<file path="src/logic/rail_seq_defs.svh">
// constants for the four-rail power sequencer control machine
// assumes a 100 MHz clock; timer lengths arrive as cycle counts on ports
`ifndef RAIL_SEQ_DEFS_SVH
`define RAIL_SEQ_DEFS_SVH
`define RAIL_COUNT        3'h4
`define RAIL_IDX_W        2
`define TMR_W             24
`define CLK_PERIOD_NS     10
`define START_DELAY_US    2800
`define START_DELAY_CYC   ((`START_DELAY_US * 1000 + `CLK_PERIOD_NS - 1) / `CLK_PERIOD_NS)
`define STEP_DLY_RESET    24'h000000
`define REG_TMO_RESET     24'h000000
`endif

</file>
<file path="src/logic/rail_seq_pkg.sv">
// types shared by the sequencer files
// assumes rail_seq_defs.svh is on the include path
package rail_seq_pkg;
    // ==========================================
    // sequencer states, one-hot
    typedef enum logic [5:0] {
        ST_OFF   = 6'h01,
        ST_UP    = 6'h02,
        ST_ON    = 6'h04,
        ST_DOWN  = 6'h08,
        ST_FAULT = 6'h10,
        ST_REV   = 6'h20
    } seq_state_t;

    // synchronised comparator results
    typedef struct packed {
        logic       up_cmd;
        logic       down_cmd_n;
        logic [3:0] rail_on;
        logic [3:0] rail_off_n;
    } cmp_bus_t;

    // outputs toward the regulators and host
    typedef struct packed {
        logic [3:0] rail_enable_out;
        logic       sequence_complete_flag;
        logic       power_good_flag;
        logic       fault_n;
    } seq_out_t;
endpackage : rail_seq_pkg

</file>
<file path="src/logic/rail_seq_fsm.sv">
// control state machine of a four-rail power sequencer
// assumes comparator levels arrive asynchronously; timer lengths are static
// Functional notes
// - rising up command edge starts power-up
// - falling down command edge starts power-down
// - fault holds until up command low
// - open-drain fault pulled low on fault
// - reverse shutdown walks only enabled rails backwards
// - regulation timeout during power-up triggers reverse
// - good rail drop before next good reverses
// - down during power-up reverses enabled rails
// - out-of-order drives all outputs low immediately
// - good rail drops while next regulating
// - on without enable, power-up only, out-of-order
// - up during power-down resumes after delay
// - step delay holds next enable and flags
// - power good drops at once on down
// - disabled timeout waits forever for rail
`timescale 1ns/1ps
`default_nettype none
`include "rail_seq_defs.svh"
module rail_seq_fsm (
    input  wire logic                   clk,              // 100 MHz clock
    input  wire logic                   reset,            // sync reset, active high
    input  wire logic                   up_cmd_in,        // start-up comparator level
    input  wire logic                   down_cmd_n_in,    // shut-down comparator, active low
    input  wire logic [3:0]             rail_on_in,       // per-rail above on level
    input  wire logic [3:0]             rail_off_n_in,    // per-rail above off level
    input  wire logic [`TMR_W-1:0]      step_delay_cyc,   // inter-step delay, 0 = none
    input  wire logic [`TMR_W-1:0]      reg_timeout_cyc,  // regulation timeout, 0 = off
    output var  rail_seq_pkg::seq_out_t outs,             // enables and flags
    output logic                        fault_n_oe        // high while pulling fault low
);
    rail_seq_pkg::seq_state_t state_ff, nxt_state;
    rail_seq_pkg::cmp_bus_t   cmp;
    logic                     up_rise, down_fall;
    logic [3:0]               en_ff, nxt_en;
    logic [`TMR_W-1:0]        dly_ff, nxt_dly;
    logic [`TMR_W-1:0]        reg_ff, nxt_reg;
    logic                     done_ff, nxt_done;
    logic                     pg_ff, nxt_pg;
    logic                     arm_ff, nxt_arm;

    // ==========================================
    // input conditioning
    rail_seq_sync u_sync (
        .clk       (clk),
        .reset     (reset),
        .raw       ('{up_cmd: up_cmd_in, down_cmd_n: down_cmd_n_in,
                      rail_on: rail_on_in, rail_off_n: rail_off_n_in}),
        .sync      (cmp),
        .up_rise   (up_rise),
        .down_fall (down_fall)
    );

    // index of highest enabled rail, or 0 when no rail is enabled
    function automatic logic [`RAIL_IDX_W-1:0] top_idx(input logic [3:0] v);
        top_idx = v[3] ? 2'h3 : v[2] ? 2'h2 : v[1] ? 2'h1 : 2'h0;
    endfunction : top_idx

    // ==========================================
    // monitoring decodes
    wire [`RAIL_IDX_W-1:0] hi_idx    = top_idx(en_ff);
    wire [`RAIL_IDX_W-1:0] nxt_idx   = hi_idx + 2'h1;
    wire                   any_en    = |en_ff;
    wire [3:0]             top_bit   = 4'h1 << hi_idx;
    // a freshly enabled rail is not yet good: it may sit below off while ramping
    wire [3:0]             good_mask = (state_ff == rail_seq_pkg::ST_UP) ?
                                       ((en_ff & ~top_bit) | (arm_ff ? top_bit : 4'h0)) : en_ff;
    wire                   hi_good   = cmp.rail_on[hi_idx];
    wire                   dly_done  = (dly_ff == `STEP_DLY_RESET);
    wire                   reg_on    = (reg_timeout_cyc != `REG_TMO_RESET);
    wire                   reg_exp   = reg_on && (reg_ff == reg_timeout_cyc);
    // rail good but below off while next not yet in regulation
    wire [3:0]             next_reg  = {1'b0, cmp.rail_on[3:1]};
    wire [3:0]             drop      = good_mask & ~cmp.rail_off_n;
    wire                   drop_rev  = |(drop & ~next_reg);
    wire                   drop_ooo  = |(drop & next_reg & {1'b0, en_ff[3:1]});
    wire                   on_no_en  = |(cmp.rail_on & ~en_ff);
    wire                   ooo       = drop_ooo ||
                                       (state_ff == rail_seq_pkg::ST_UP && on_no_en);

    // ==========================================
    // next state and output values
    always_comb begin
        nxt_state = state_ff;
        nxt_en    = en_ff;
        nxt_dly   = dly_done ? dly_ff : dly_ff - 24'h000001;
        nxt_reg   = reg_ff;
        nxt_done  = done_ff;
        nxt_pg    = pg_ff;
        nxt_arm   = arm_ff;
        unique case (state_ff)
            rail_seq_pkg::ST_OFF: begin
                if (up_rise) begin
                    nxt_state = rail_seq_pkg::ST_UP;
                    nxt_en    = 4'h1;
                    nxt_reg   = 24'h000000;
                end
            end
            rail_seq_pkg::ST_UP: begin
                // timeout only runs until the top rail reaches its on level
                nxt_reg = (reg_exp || hi_good) ? reg_ff : reg_ff + 24'h000001;
                if (down_fall) begin
                    nxt_state = rail_seq_pkg::ST_REV;
                    nxt_pg    = 1'b0;
                    nxt_dly   = step_delay_cyc;
                end else if (reg_exp && !hi_good) begin
                    nxt_state = rail_seq_pkg::ST_REV;
                    nxt_en    = en_ff & ~(4'h1 << hi_idx);
                    nxt_dly   = step_delay_cyc;
                end else if (drop_rev) begin
                    nxt_state = rail_seq_pkg::ST_REV;
                    nxt_dly   = step_delay_cyc;
                end else if (hi_good && !arm_ff) begin
                    nxt_dly   = step_delay_cyc;
                    nxt_arm   = 1'b1;
                end else if (hi_good && dly_done) begin
                    nxt_arm   = 1'b0;
                    if (en_ff[3]) begin
                        nxt_state = rail_seq_pkg::ST_ON;
                        nxt_done  = 1'b1;
                        nxt_pg    = 1'b1;
                    end else begin
                        nxt_en[nxt_idx] = 1'b1;
                        nxt_reg = 24'h000000;
                    end
                end
            end
            rail_seq_pkg::ST_ON: begin
                if (down_fall) begin
                    nxt_state = rail_seq_pkg::ST_DOWN;
                    nxt_pg    = 1'b0;
                    nxt_en[3] = 1'b0;
                end
            end
            rail_seq_pkg::ST_DOWN, rail_seq_pkg::ST_REV: begin
                nxt_pg = 1'b0;
                if (up_rise && state_ff == rail_seq_pkg::ST_DOWN) begin
                    nxt_state = rail_seq_pkg::ST_UP;
                    nxt_reg   = 24'h000000;
                end else if (!any_en) begin
                    if (cmp.rail_off_n[0] == 1'b0 && dly_done) begin
                        nxt_state = state_ff == rail_seq_pkg::ST_REV ?
                                    rail_seq_pkg::ST_FAULT : rail_seq_pkg::ST_OFF;
                        nxt_done  = 1'b0;
                    end
                end else if (!arm_ff) begin
                    // walk back only over enabled rails, once the one above is off
                    if (hi_idx == 2'h3 || !cmp.rail_off_n[nxt_idx]) begin
                        nxt_dly = step_delay_cyc;
                        nxt_arm = 1'b1;
                    end
                end else if (dly_done) begin
                    nxt_en[hi_idx] = 1'b0;
                    nxt_arm        = 1'b0;
                end
            end
            rail_seq_pkg::ST_FAULT: begin
                if (!cmp.up_cmd) begin
                    nxt_state = rail_seq_pkg::ST_OFF;
                end
            end
            default: begin
                nxt_state = rail_seq_pkg::ST_OFF;
            end
        endcase
        if (ooo && state_ff != rail_seq_pkg::ST_FAULT) begin
            nxt_state = rail_seq_pkg::ST_FAULT;
            nxt_en    = 4'h0;
            nxt_done  = 1'b0;
            nxt_pg    = 1'b0;
        end
        // every state entry starts with the step delay unarmed
        if (nxt_state != state_ff) begin
            nxt_arm = 1'b0;
        end
    end

    // ==========================================
    // state registers
    always_ff @(posedge clk) begin
        if (reset) begin
            state_ff <= rail_seq_pkg::ST_OFF;
            en_ff    <= 4'h0;
            dly_ff   <= `STEP_DLY_RESET;
            reg_ff   <= `REG_TMO_RESET;
            done_ff  <= 1'b0;
            pg_ff    <= 1'b0;
            arm_ff   <= 1'b0;
        end else begin
            state_ff <= nxt_state;
            en_ff    <= nxt_en;
            dly_ff   <= nxt_dly;
            reg_ff   <= nxt_reg;
            done_ff  <= nxt_done;
            pg_ff    <= nxt_pg;
            arm_ff   <= nxt_arm;
        end
    end

    // fault is open drain: drive low only in fault
    assign fault_n_oe                  = (state_ff == rail_seq_pkg::ST_FAULT);
    assign outs.rail_enable_out        = en_ff;
    assign outs.sequence_complete_flag = done_ff;
    assign outs.power_good_flag        = pg_ff;
    assign outs.fault_n                = 1'b0;
endmodule : rail_seq_fsm
`default_nettype wire

</file>
<file path="src/logic/rail_seq_sync.sv">
// two-stage synchroniser for all comparator inputs plus edge detector for the up and down commands
// assumes inputs come straight from analog comparators, unrelated to clk
`timescale 1ns/1ps
`default_nettype none
module rail_seq_sync (
    input  wire logic                  clk,        // system clock
    input  wire logic                  reset,      // sync reset, active high
    input  wire rail_seq_pkg::cmp_bus_t raw,       // raw comparator levels
    output var  rail_seq_pkg::cmp_bus_t sync,      // synchronised levels
    output logic                       up_rise,    // up command rising edge
    output logic                       down_fall   // down command falling edge
);
    rail_seq_pkg::cmp_bus_t meta_ff;
    rail_seq_pkg::cmp_bus_t sync_ff;
    rail_seq_pkg::cmp_bus_t last_ff;

    // ==========================================
    // synchroniser: only stage two reads stage one
    always_ff @(posedge clk) begin
        if (reset) begin
            meta_ff <= '{up_cmd: 1'b0, down_cmd_n: 1'b1, rail_on: 4'h0, rail_off_n: 4'h0};
            sync_ff <= '{up_cmd: 1'b0, down_cmd_n: 1'b1, rail_on: 4'h0, rail_off_n: 4'h0};
            last_ff <= '{up_cmd: 1'b0, down_cmd_n: 1'b1, rail_on: 4'h0, rail_off_n: 4'h0};
        end else begin
            meta_ff <= raw;
            sync_ff <= meta_ff;
            last_ff <= sync_ff;
        end
    end

    // edge pulses, one cycle each
    assign sync      = sync_ff;
    assign up_rise   = sync_ff.up_cmd & ~last_ff.up_cmd;
    assign down_fall = ~sync_ff.down_cmd_n & last_ff.down_cmd_n;
endmodule : rail_seq_sync
`default_nettype wire

</file>
<file path="config.mk">
export PLATFORM = sky130hd
export DESIGN_NAME = rail_seq_fsm
export DESIGN_NICKNAME = d
export VERILOG_FILES = /design/src/logic/rail_seq_pkg.sv /design/src/logic/rail_seq_fsm.sv /design/src/logic/rail_seq_sync.sv
export VERILOG_INCLUDE_DIRS = /design/src /design/src/logic
export SDC_FILE = /design/constraint.sdc
export NUM_CORES = 1
export LEC_CHECK = 0
export BUFFER_PORTS_ARGS = -buffer_cell sky130_fd_sc_hd__buf_2
export CORE_AREA = 2 2 133 135
export CTS_BUF_LIST = sky130_fd_sc_hd__clkbuf_4 sky130_fd_sc_hd__clkbuf_8
export DETAILED_ROUTE_END_ITERATION = 10
export DIE_AREA = 0 0 135 137
export PLACE_DENSITY = 0.59
export SYNTH_ARGS = -nofsm -noshare
export SYNTH_HDL_FRONTEND = slang
export SYNTH_SLANG_ARGS = --single-unit
</file>
<file path="constraint.sdc">
create_clock -name clk -period 4.55 [get_ports clk]
set_input_delay 0.2275 -clock clk [delete_from_list [all_inputs] [get_ports clk]]
set_output_delay 0.2275 -clock clk [all_outputs]
set_load 0.01 [all_outputs]
</file>
### After elaboration in Yosys (flattened, before gate mapping)

Index checks and enable logic that the tools add are counted.

* $add $sub $neg: 3
* magnitude comparators: 4
* equal/unequal tests: 35
* shift-type cells: 1
* mux-type cells: 85
* bitwise logic cells: 19
* reductions and logical operators: 35

Operator list (number)
* $mux 24: 18
* $mux 6: 13
* $pmux 24 s3: 1
* $mux 4: 13
* $pmux 24 s2: 1
* $pmux 6 s5: 1
* $ne 2x2->1 const B: 14
* $mux 1: 26
* $add 24x1->24 const B: 1
* $eq 24x24->1: 1
* $logic_not 24->1: 1
* $reduce_bool 24->1: 1
* $sub 24x1->24 const B: 1
* $reduce_and 11->1: 2
* $and 4x4->4: 5
* $not 4->4: 4
* $reduce_or 4->1: 4
* $ne 3x3->1 const B: 5
* $reduce_and 7->1: 2
* $logic_and 1x1->1: 10
* $reduce_and 10->1: 1
* $ne 3x2->1 const B: 3
* $pmux 3 s3: 1
* $and 4x3->4: 2
* 33 further kinds: 51

* register bits: 83

### Longest topological paths before layout

Gate-level depths: netlist of the first run.

* depth in word-level cells: 18
* gate-level depth with buffers: 11
* depth with buffers taken out: 9

### By module

A second synthesis of the first run with hierarchy kept.

* cell total of the unflattened synthesis: 604
* area, all modules: 5078.6 sq um

Modules (own cells, without submodules)
* rail_seq_fsm: times used 1, cells an instance 556, area each 4470.5 sq um, seq. area each 1221.2 sq um
* rail_seq_sync: times used 1, cells an instance 48, area each 608.1 sq um, seq. area each 440.4 sq um

### Worst setup path after synthesis of the first run

OpenSTA, ideal clock, no wires.

* path type: register to register
* start point: reg dly_ff[17]
* end point: reg arm_ff
* library setup time: 92 ps
* data arrival time: 2539 ps
* slack: 1919 ps
* stages on the path, launching flop included: 9
* clock period less this slack: 2631 ps
* cell sequence: dfxtp_1 or4_4 or3_1 buf_2 or3_4 o31a_1 mux2_4 o21ai_1 nor4_1

* cells in the longest elaborated chain, start to end: 11
* elaborated cells on any way between the ends: 22
* those cells by class: eq/ne (2); mux (15); reduce/logical (5)

RTL lines
* start: declaration: line rail_seq_fsm.sv:38 `` logic [`TMR_W-1:0] dly_ff, nxt_dly; ``
* start signal: assignment: line rail_seq_fsm.sv:186 `` dly_ff <= `STEP_DLY_RESET; ``
* start signal: assignment: line rail_seq_fsm.sv:194 `dly_ff <= nxt_dly;`
* $logic_not 24->1 (no source line) *
* $logic_and 1x1->1: line rail_seq_fsm.sv:118 `end else if (hi_good && dly_done) begin`
* $mux 6: line rail_seq_fsm.sv:118
* $mux 6: line rail_seq_fsm.sv:115 `end else if (hi_good && !arm_ff) begin`
* $mux 6: line rail_seq_fsm.sv:112 `end else if (drop_rev) begin`
* $mux 6: line rail_seq_fsm.sv:108 `end else if (reg_exp && !hi_good) begin`
* $mux 6: line rail_seq_fsm.sv:104 `if (down_fall) begin`
* $pmux 6 s5: line rail_seq_fsm.sv:93 `unique case (state_ff)`
* $mux 6: line rail_seq_fsm.sv:168 `if (ooo && state_ff != rail_seq_pkg::ST_FAULT) begin`
* $ne 6x6->1: line rail_seq_fsm.sv:175 `if (nxt_state != state_ff) begin`
* $reduce_or 2->1 (no source line)
* end signal: assignment: line rail_seq_fsm.sv:198 `arm_ff <= nxt_arm;`
* end: declaration: line rail_seq_fsm.sv:42 `logic arm_ff, nxt_arm;`

Mark *: on every way between the ends. The rest lies on a longest branch, timed or not. The select of a mux whose other input is x is not followed.
A chain may end at the register's enable or synchronous reset.

### Worst setup path in the final report of the first run

* start point: reg dly_ff[4]
* end point: reg reg_ff[13]

* cells in the longest elaborated chain, start to end: 8

RTL lines
* $logic_not 24->1 (no source line)
* $logic_and 1x1->1: line rail_seq_fsm.sv:118
* $mux 24: line rail_seq_fsm.sv:118
* $mux 24: line rail_seq_fsm.sv:115
* $mux 24: line rail_seq_fsm.sv:112
* $mux 24: line rail_seq_fsm.sv:108
* $mux 24: line rail_seq_fsm.sv:104
* $pmux 24 s3: line rail_seq_fsm.sv:93
* end signal: assignment: line rail_seq_fsm.sv:187 `` reg_ff <= `REG_TMO_RESET; ``
* end signal: assignment: line rail_seq_fsm.sv:195 `reg_ff <= nxt_reg;`
* end: declaration: line rail_seq_fsm.sv:39 `` logic [`TMR_W-1:0] reg_ff, nxt_reg; ``

No other way between the ends.

==> results.py, run 1 <==
metrics = {
    "run_status": {
        "outcome": "finished, final reports clean",
    },
    "worst_setup_path": {
        "worstPathArrival_ps": 3550,
        "endpoint": "reg_ff[13]",
        "crit_type": "register to register",
        "path_cells": "or4_1, or3_4, nor2_1, a41o_1, a21o_1, nor2_1",
        "slowest_delay_ps": 650,
        "r2r_start": "dly_ff[4]",
        "worstReg2RegEnd": "reg_ff[13]",
        "crit_path_start_kind": "register",
        "crit_family": "simple AND/OR/NAND/NOR gates",
        "slowest_stage": "or4_1",
        "rr_worst_depth": 6,
        "end_kind": "register",
        "cp_data_required_time_ps": 4810,
        "cp_common_cell": "nor2_1",
        "worst-path-max-fanout": 18,
        "critPathBufInv": 0,
        "path_depth": 6,
        "startpoint": "dly_ff[4]",
        "worst-r2r-setup-slack_ps": 1260,
    },
    "hold_path": {
        "hold_class": "primary input to register",
    },
    "clock_tree": {
        "clk_pin_slew_ps": 100,
        "clock-sinks": 83,
        "worstSkewPairLatency_ps": 390,
        "cts_root_buf": "clkbuf_8",
        "max-clock-path-buffers": 2,
        "cts_buffers": 9,
        "cts-htree-levels": 3,
        "cts_setup_buffers": 0,
        "cts_resized": 0,
        "cts_tree": "done",
    },
    "synth": {
        "synthCells": 613,
        "synth_mux_area_share_pct": 1.98,
        "synth_simple_gate_area_share_pct": 29.9,
        "synth_xor_area_share_pct": 9.37,
        "syn_area_um2": 5050,
        "ys_warn_count": 0,
        "ys_types": 73,
        "synth_top_family_by_area": "simple AND/OR/NAND/NOR gates",
        "synth_edf_count": 0,
        "synth_nets": 676,
        "ys_ff_latch": 83,
        "synthArstFlopShare_pct": 0,
        "ys_seq_area_share_pct": 32.9,
        "synthTopCellsByArea": "dfxtp_1 33%, xnor2_1 6.2%, a21oi_1 4.5%",
        "yosysTopAreaCell": "dfxtp_1",
        "yosysTopAreaCellShare_pct": 32.9,
        "synthFlopType": "dfxtp_1",
        "synth_compound_gate_area_share_pct": 20.6,
        "avgSynthCellArea_um2": 8.23,
        "synth_fa_ha_area_share_pct": 0.744,
    },
    "cells_and_area": {
        "area_growth_pct": 13.1,
        "nets": 718,
        "n_antenna_cell": 0,
        "drive_gt1_share_pct": 17.3,
        "final_area_um2": 5710,
        "final.fill_count": 1865,
    },
    "placement": {
        "numPortBuffers": 66,
        "gp_congestion": 0.882,
        "dp_hpwl_um": 9960,
        "placed_cell_area_um2": 5500,
    },
    "global_route": {
        "met1_usage_pct": 21.3,
        "grt_first_pass_wirelength_um": 22400,
        "grt_pass1_vias": 4398,
        "antenna_found_initial": 0,
        "track_usage_pct": 15.1,
        "grt_overflow_total": 0,
        "grt-busiest-layer": "met2",
        "grt_use_met3_pct": 3.30,
        "grt_use_met2_pct": 23.2,
        "grt_start_max_net_pins": 43,
    },
    "floorplanning": {
        "pin_count": 68,
        "start_util_pct": 29.6,
        "core_area_um2": 17100,
        "fp.dieH_um": 137,
        "die_w_um": 135,
        "row_count": 48,
        "die_area_um2": 18500,
    },
    "timing": {
        "setup_viol": 0,
        "period_needed_ps": 3290,
        "timing.hold.ws_ps": 39.2,
        "min_period_over_period_pct": 72.3,
        "hold_viol_final": 0,
        "fmax_ghz": 0.304,
        "skew_ps": 15.0,
        "worst_pin_slew_ps": 793,
        "rsz0062_at_grt": "no",
        "finalMaxSlewViolations": 0,
        "finalSetupTns_ps": 0,
        "slew_headroom_pct": 47.1,
    },
    "detailed_routing": {
        "routed_wirelength_um": 13700,
        "viasPerCell": 5.41,
        "vias": 4785,
        "drc_errors": 0,
        "ant_nets": 0,
        "firstDrtPassIters": 5,
        "post_drt_wl_per_cell_um": 15.4,
        "dr.first_iter.drc_count": 344,
    },
    "power_and_ir_drop": {
        "peakVddDrop_uv": 266,
        "leakage_uw": 0.00202,
        "power_density_nw_per_um2": 397,
    },
    "job": {
        "max_cap_violations": 0,
    },
}
sequential cells by signal (all words and copies together) (netlist names):
name	flops
arm_ff	1
dly_ff	24
done_ff	1
en_ff	4
pg_ff	1
reg_ff	24
state_ff	6
u_sync.last_ff	2
u_sync.meta_ff	10
u_sync.sync	10
metrics by stage:
step                total power (uW)  instances  util (%)  setup slack (ps)
finish                          2270        885      33.5              1260
global route                    2430        885      33.5               976
floorplan                       1580        613         -              1920
global placement                1730        868      32.2              1330
CTS                             2290        885      33.5              1220
detailed placement              1730        868      32.2              1250
worst reg2reg max path, stage by stage (launching register included):
cell and delay, ps:
dfxtp_1 380, or4_1 650, or3_4 460, nor2_1 580
a41o_1 390, a21o_1 580, nor2_1 110
repair_timing:
action | in CTS | in global routing
endpoints found under the setup margin | 0 | 0
hold buffers | 1 | 0
endpoints found under the hold margin | 1 | 0
cell families after synthesis:
family / Yosys count
adders and majority gates: 3
xor gates and xnor gates: 54
and+or+nand+nor: 261
AOI/OAI and AO/OA: 153
other: 1
buffers and inverters: 49
DFF: 83
muxes: 9
cells in the final DEF (no fill, tap or decap), types with 4 or more instances in the layout:
cell type and n:
nand3_1 18, nand4_1 32, clkbuf_8 9, buf_2 66, a31oi_1 9, nor4_1 17, nor3_1 11, nand4b_1 4
nand2b_1 4, o211ai_1 7, o21ai_0 25, o31ai_1 4, or4_1 12, nor2_1 41, buf_4 4, xnor2_1 36
dfxtp_1 83, inv_1 9, and2_1 5, nand2_1 32, nor2b_1 26, mux2i_1 4, a311oi_1 8, xor2_1 18
a21oi_1 45, mux2_2 4, or2_2 9, or3_1 17, a211oi_1 18, and3_1 14
routing by layer:
metal	routed length, um	part of all wire (%)
met4	289	2.1
met5	0	0
met1	6660	49
met2	5860	43
met3	854	6.2
layout make-up:
type	instances	area (um2)	area share, %
inverter	9	33.8	0.592
timing repair buffer	71	370	6.49
clock inverter	7	73.8	1.29
sequential	83	1660	29.1
multi-input combinational	481	3160	55.4
tap	225	282	4.93
clock buffer	9	124	2.17
cell usage after synthesis (4+ instances only):
cell type,count
o21ai_0,25
nand3_1,18
a211oi_1,18
mux2i_1,4
nor2b_1,26
clkbuf_1,24
mux2_2,4
nand2b_1,4
nand4b_1,4
nor3_1,11
o31ai_1,4
xor2_1,18
nor2_1,41
or4_1,12
buf_2,7
or2_2,9
inv_1,9
nor4_1,17
and2_1,5
a31oi_1,9
o211ai_1,7
a21oi_1,45
a311oi_1,8
buf_4,6
nand4_1,32
xnor2_1,36
or3_1,17
and3_1,14
nand2_1,32
dfxtp_1,83
worst min-delay path by stage:
stage	from	end	slack (ps)	depth (start not counted)
6_report	rail_off_n_in[1]	u_sync.meta_ff[1]	40	2
5_1_grt	rail_off_n_in[2]	u_sync.meta_ff[2]	30	2
3_5_place_dp	u_sync.meta_ff[8]	u_sync.sync[8]	410	1
2_1_floorplan	down_cmd_n_in	u_sync.meta_ff[8]	330	1
4_1_cts	rail_off_n_in[1]	u_sync.meta_ff[1]	30	2
3_3_place_gp	down_cmd_n_in	u_sync.meta_ff[8]	410	2
power breakdown:
group | total, uW | internal (uW) | switching (uW)
Sequential | 934 | 832 | 102
Combinational | 790 | 368 | 422
Clock | 543 | 217 | 326
Total | 2270 | 1420 | 850
Note: power is estimated with default switching activity, not from simulation.
==> run 2: changes to the inputs <==
ABC_AREA = 1   (was default)
CORE_AREA = 2 2 135 137   (was 2 2 133 135)
DIE_AREA = 0 0 137 139   (was 0 0 135 137)
clock period = 3.2 ns   (was 4.55 ns; I/O delays follow)
==> run 2 against run 1 <==
  * Synthesized cell count rose by 37%
  * Flip-flop and latch count unchanged
  * Fmax increased by 17%
  * Die area grew 3.0%
  * Sequential power up 46%
  * Total power up 76%
  * Cell area up 7.3%
  * Area after synthesis rose by 3.2%
  * First-iteration DRC count shrank 9.6%
==> results.py, run 2 <==
metrics = {
    "synth": {
        "yosysTopAreaCellShare_pct": 31.9,
        "synth_top_cells_by_count": "226 x nand2_1, 134 x nor2_1, 111 x inv_1",
        "synth_most_common_cell": "nand2_1",
        "synthFlopType": "dfxtp_1",
        "synth_simple_gate_area_share_pct": 42.1,
        "synth_edf_count": 0,
        "synthCells": 841,
        "synth_mux_area_share_pct": 0.192,
        "ys_types": 48,
        "synth_fa_ha_area_share_pct": 0.721,
        "synth_xor_area_share_pct": 4.71,
        "avgSynthCellArea_um2": 6.19,
        "synthArstFlopShare_pct": 0,
        "synth_top_family_by_area": "simple AND/OR/NAND/NOR gates",
        "ys_warn_count": 0,
        "synth_nets": 904,
        "ys_ff_latch": 83,
        "syn_area_um2": 5210,
        "synth_compound_gate_area_share_pct": 10.1,
        "ys_seq_area_share_pct": 31.9,
        "synthTopCellsByArea": "dfxtp_1 32%, nand2_1 16%, nor2_1 9.7%",
        "yosysTopAreaCell": "dfxtp_1",
    },
    "detailed_routing": {
        "routed_wirelength_um": 14200,
        "dr.first_iter.drc_count": 311,
        "viasPerCell": 4.65,
        "post_drt_wl_per_cell_um": 12.4,
        "firstDrtPassIters": 5,
        "vias": 5353,
        "ant_nets": 0,
        "drc_errors": 0,
    },
    "global_route": {
        "antenna_found_initial": 1,
        "track_usage_pct": 15.1,
        "grt_start_max_net_pins": 50,
        "grt_pass1_vias": 4882,
        "grt_overflow_total": 0,
        "grt_first_pass_wirelength_um": 23100,
    },
    "clock_tree": {
        "max-clock-path-buffers": 2,
        "cts-htree-levels": 3,
        "cts_tree": "done",
        "worstSkewPairLatency_ps": 390,
        "cts_buffers": 9,
        "cts_root_buf": "clkbuf_8",
        "clk_pin_slew_ps": 90,
        "cts_setup_buffers": 0,
        "clock-sinks": 83,
    },
    "placement": {
        "dp_hpwl_um": 10900,
        "gp_congestion": 0.957,
        "placed_cell_area_um2": 5770,
        "numPortBuffers": 66,
        "dpl.cell_count": 1124,
        "pre_cts_ws_ps": 330,
    },
    "job": {
        "max_cap_violations": 0,
    },
    "worst_setup_path": {
        "crit_type": "register to register",
        "worst-r2r-setup-slack_ps": 380,
        "crit_path_start_kind": "register",
        "cp_data_required_time_ps": 3500,
        "worstPathArrival_ps": 3120,
        "worst-path-max-fanout": 24,
        "end_kind": "register",
    },
    "cells_and_area": {
        "nets": 979,
        "top_regs": "dly_ff (24), reg_ff (24)",
        "layout_common_cells": "226 x nand2_1, 133 x nor2_1, 111 x inv_1",
        "layout.cells.non_filler": 1151,
        "final_common_cell": "nand2_1",
        "drive_gt1_share_pct": 12.7,
        "ff_latch_area_um2": 1660,
        "area_growth_pct": 17.6,
        "multi_input_area_um2": 3020,
        "final_area_um2": 6120,
        "final.fill_count": 1987,
    },
    "timing": {
        "finalMaxSlewViolations": 0,
        "skew_ps": 14.7,
        "setup_viol": 0,
        "rsz0062_at_grt": "no",
        "finalWorstSetupSlack_ps": 377,
        "min_period_over_period_pct": 88.2,
        "fmax_ghz": 0.354,
        "worst_pin_slew_ps": 638,
        "hold_viol_final": 0,
        "slew_headroom_pct": 57.1,
        "period_needed_ps": 2820,
        "finalSetupTns_ps": 0,
    },
    "floorplanning": {
        "pin_count": 68,
        "die_area_um2": 19000,
        "row_count": 49,
        "fp.dieH_um": 139,
        "start_util_pct": 29.5,
        "core_area_um2": 17700,
        "die_w_um": 137,
    },
    "run_status": {
        "outcome": "finished, final reports clean",
    },
    "power_and_ir_drop": {
        "leakage_uw": 0.00281,
        "peakVddDrop_uv": 344,
        "power_density_nw_per_um2": 652,
    },
    "hold_path": {
        "hold_class": "primary input to register",
    },
}
-- run 2: cell types whose count changed in the layout (fill, tap and decap cells not counted), moves of 9 or more --
| cell | change |
|---|---|
| or3_1 | -17 |
| nand2_1 | +194 |
| nand3_1 | +39 |
| or4_1 | -12 |
| and3_1 | -13 |
| nor2_1 | +92 |
| dlygate4sd3_1 | +9 |
| inv_1 | +102 |
| nand4_1 | -9 |
| nor2b_1 | -26 |
| xnor2_1 | -19 |
| a211oi_1 | -17 |
-- run 2: final timing paths --
path / cells after the start / start / to
setup / recovery: 10 / en_ff[3] / dly_ff[20]
hold / removal: 3 / step_delay_cyc[11] / dly_ff[11]
setup reg to reg: 10 / en_ff[3] / dly_ff[20]
hold reg to reg: 2 / u_sync.meta_ff[5] / u_sync.sync[5]
-- run 2: area by class of cell --
cell class / count / area share, %
diodes: 1 / 0.0409
clock buffers: 10 / 2.25
clock inverters: 6 / 1.84
inverters: 117 / 7.17
multi-input cells: 624 / 49.3
flip-flops and latches: 83 / 27.1
well taps: 229 / 4.68
repair buffers: 81 / 7.64
-- run 2: power breakdown --
group          internal, uW  total, uW  leakage (uW)  switching [uW]
Clock                   541        960      0.000126             419
Sequential             1200       1360      0.000678             159
Combinational           639       1670       0.00201            1030
Total                  2380       3990       0.00281            1610
-- run 2: kinds of logic (layout without fill, tap and decap cells) --
| group | after synthesis | in the layout |
|---|---|---|
| compound gates | 93 | 93 |
| xor+xnor | 28 | 28 |
| fa+ha+maj | 3 | 3 |
| buf+inv | 134 | 214 |
| flops | 83 | 83 |
| mux | 1 | 1 |
| other cells | 1 | 2 |
| simple gates | 498 | 498 |
-- run 2: repair_timing --
action	4_1_cts	5_1_grt
endpoints found under the setup margin	0	11
gates resized for setup	0	1
hold endpoints to repair	10	0
hold buffers	10	0
-- run 2: layer usage --
layer / track usage [%] / wire length [um] / vias to the layer above
met4: 5.15 / 327 / 0
met5: 0 / 0 / -
met3: 3.11 / 626 / 24
li1: - / - / 2823
met1: 19.4 / 6700 / 2372
met2: 24.8 / 6570 / 134
-- run 2: stage by stage --
stage / hold WS (ps) / util, % / total power [uW]
floorplan: 264 / - / 2650
global placement: 348 / 32.7 / 3030
detailed placement: 347 / 32.7 / 3030
CTS: 4.11 / 34.7 / 4010
global route: 11.7 / 34.7 / 4330
finish: 18.3 / 34.7 / 3990
-- run 2: critical path: stages, from the launching register on --
cell	delay (ps)
dfxtp_1	570
inv_2	170
a21oi_1	280
a21oi_1	70
o21ai_0	80
a21oi_1	130
o31ai_1	570
nor2_4	190
inv_2	390
nand2_1	90
a21oi_1	190
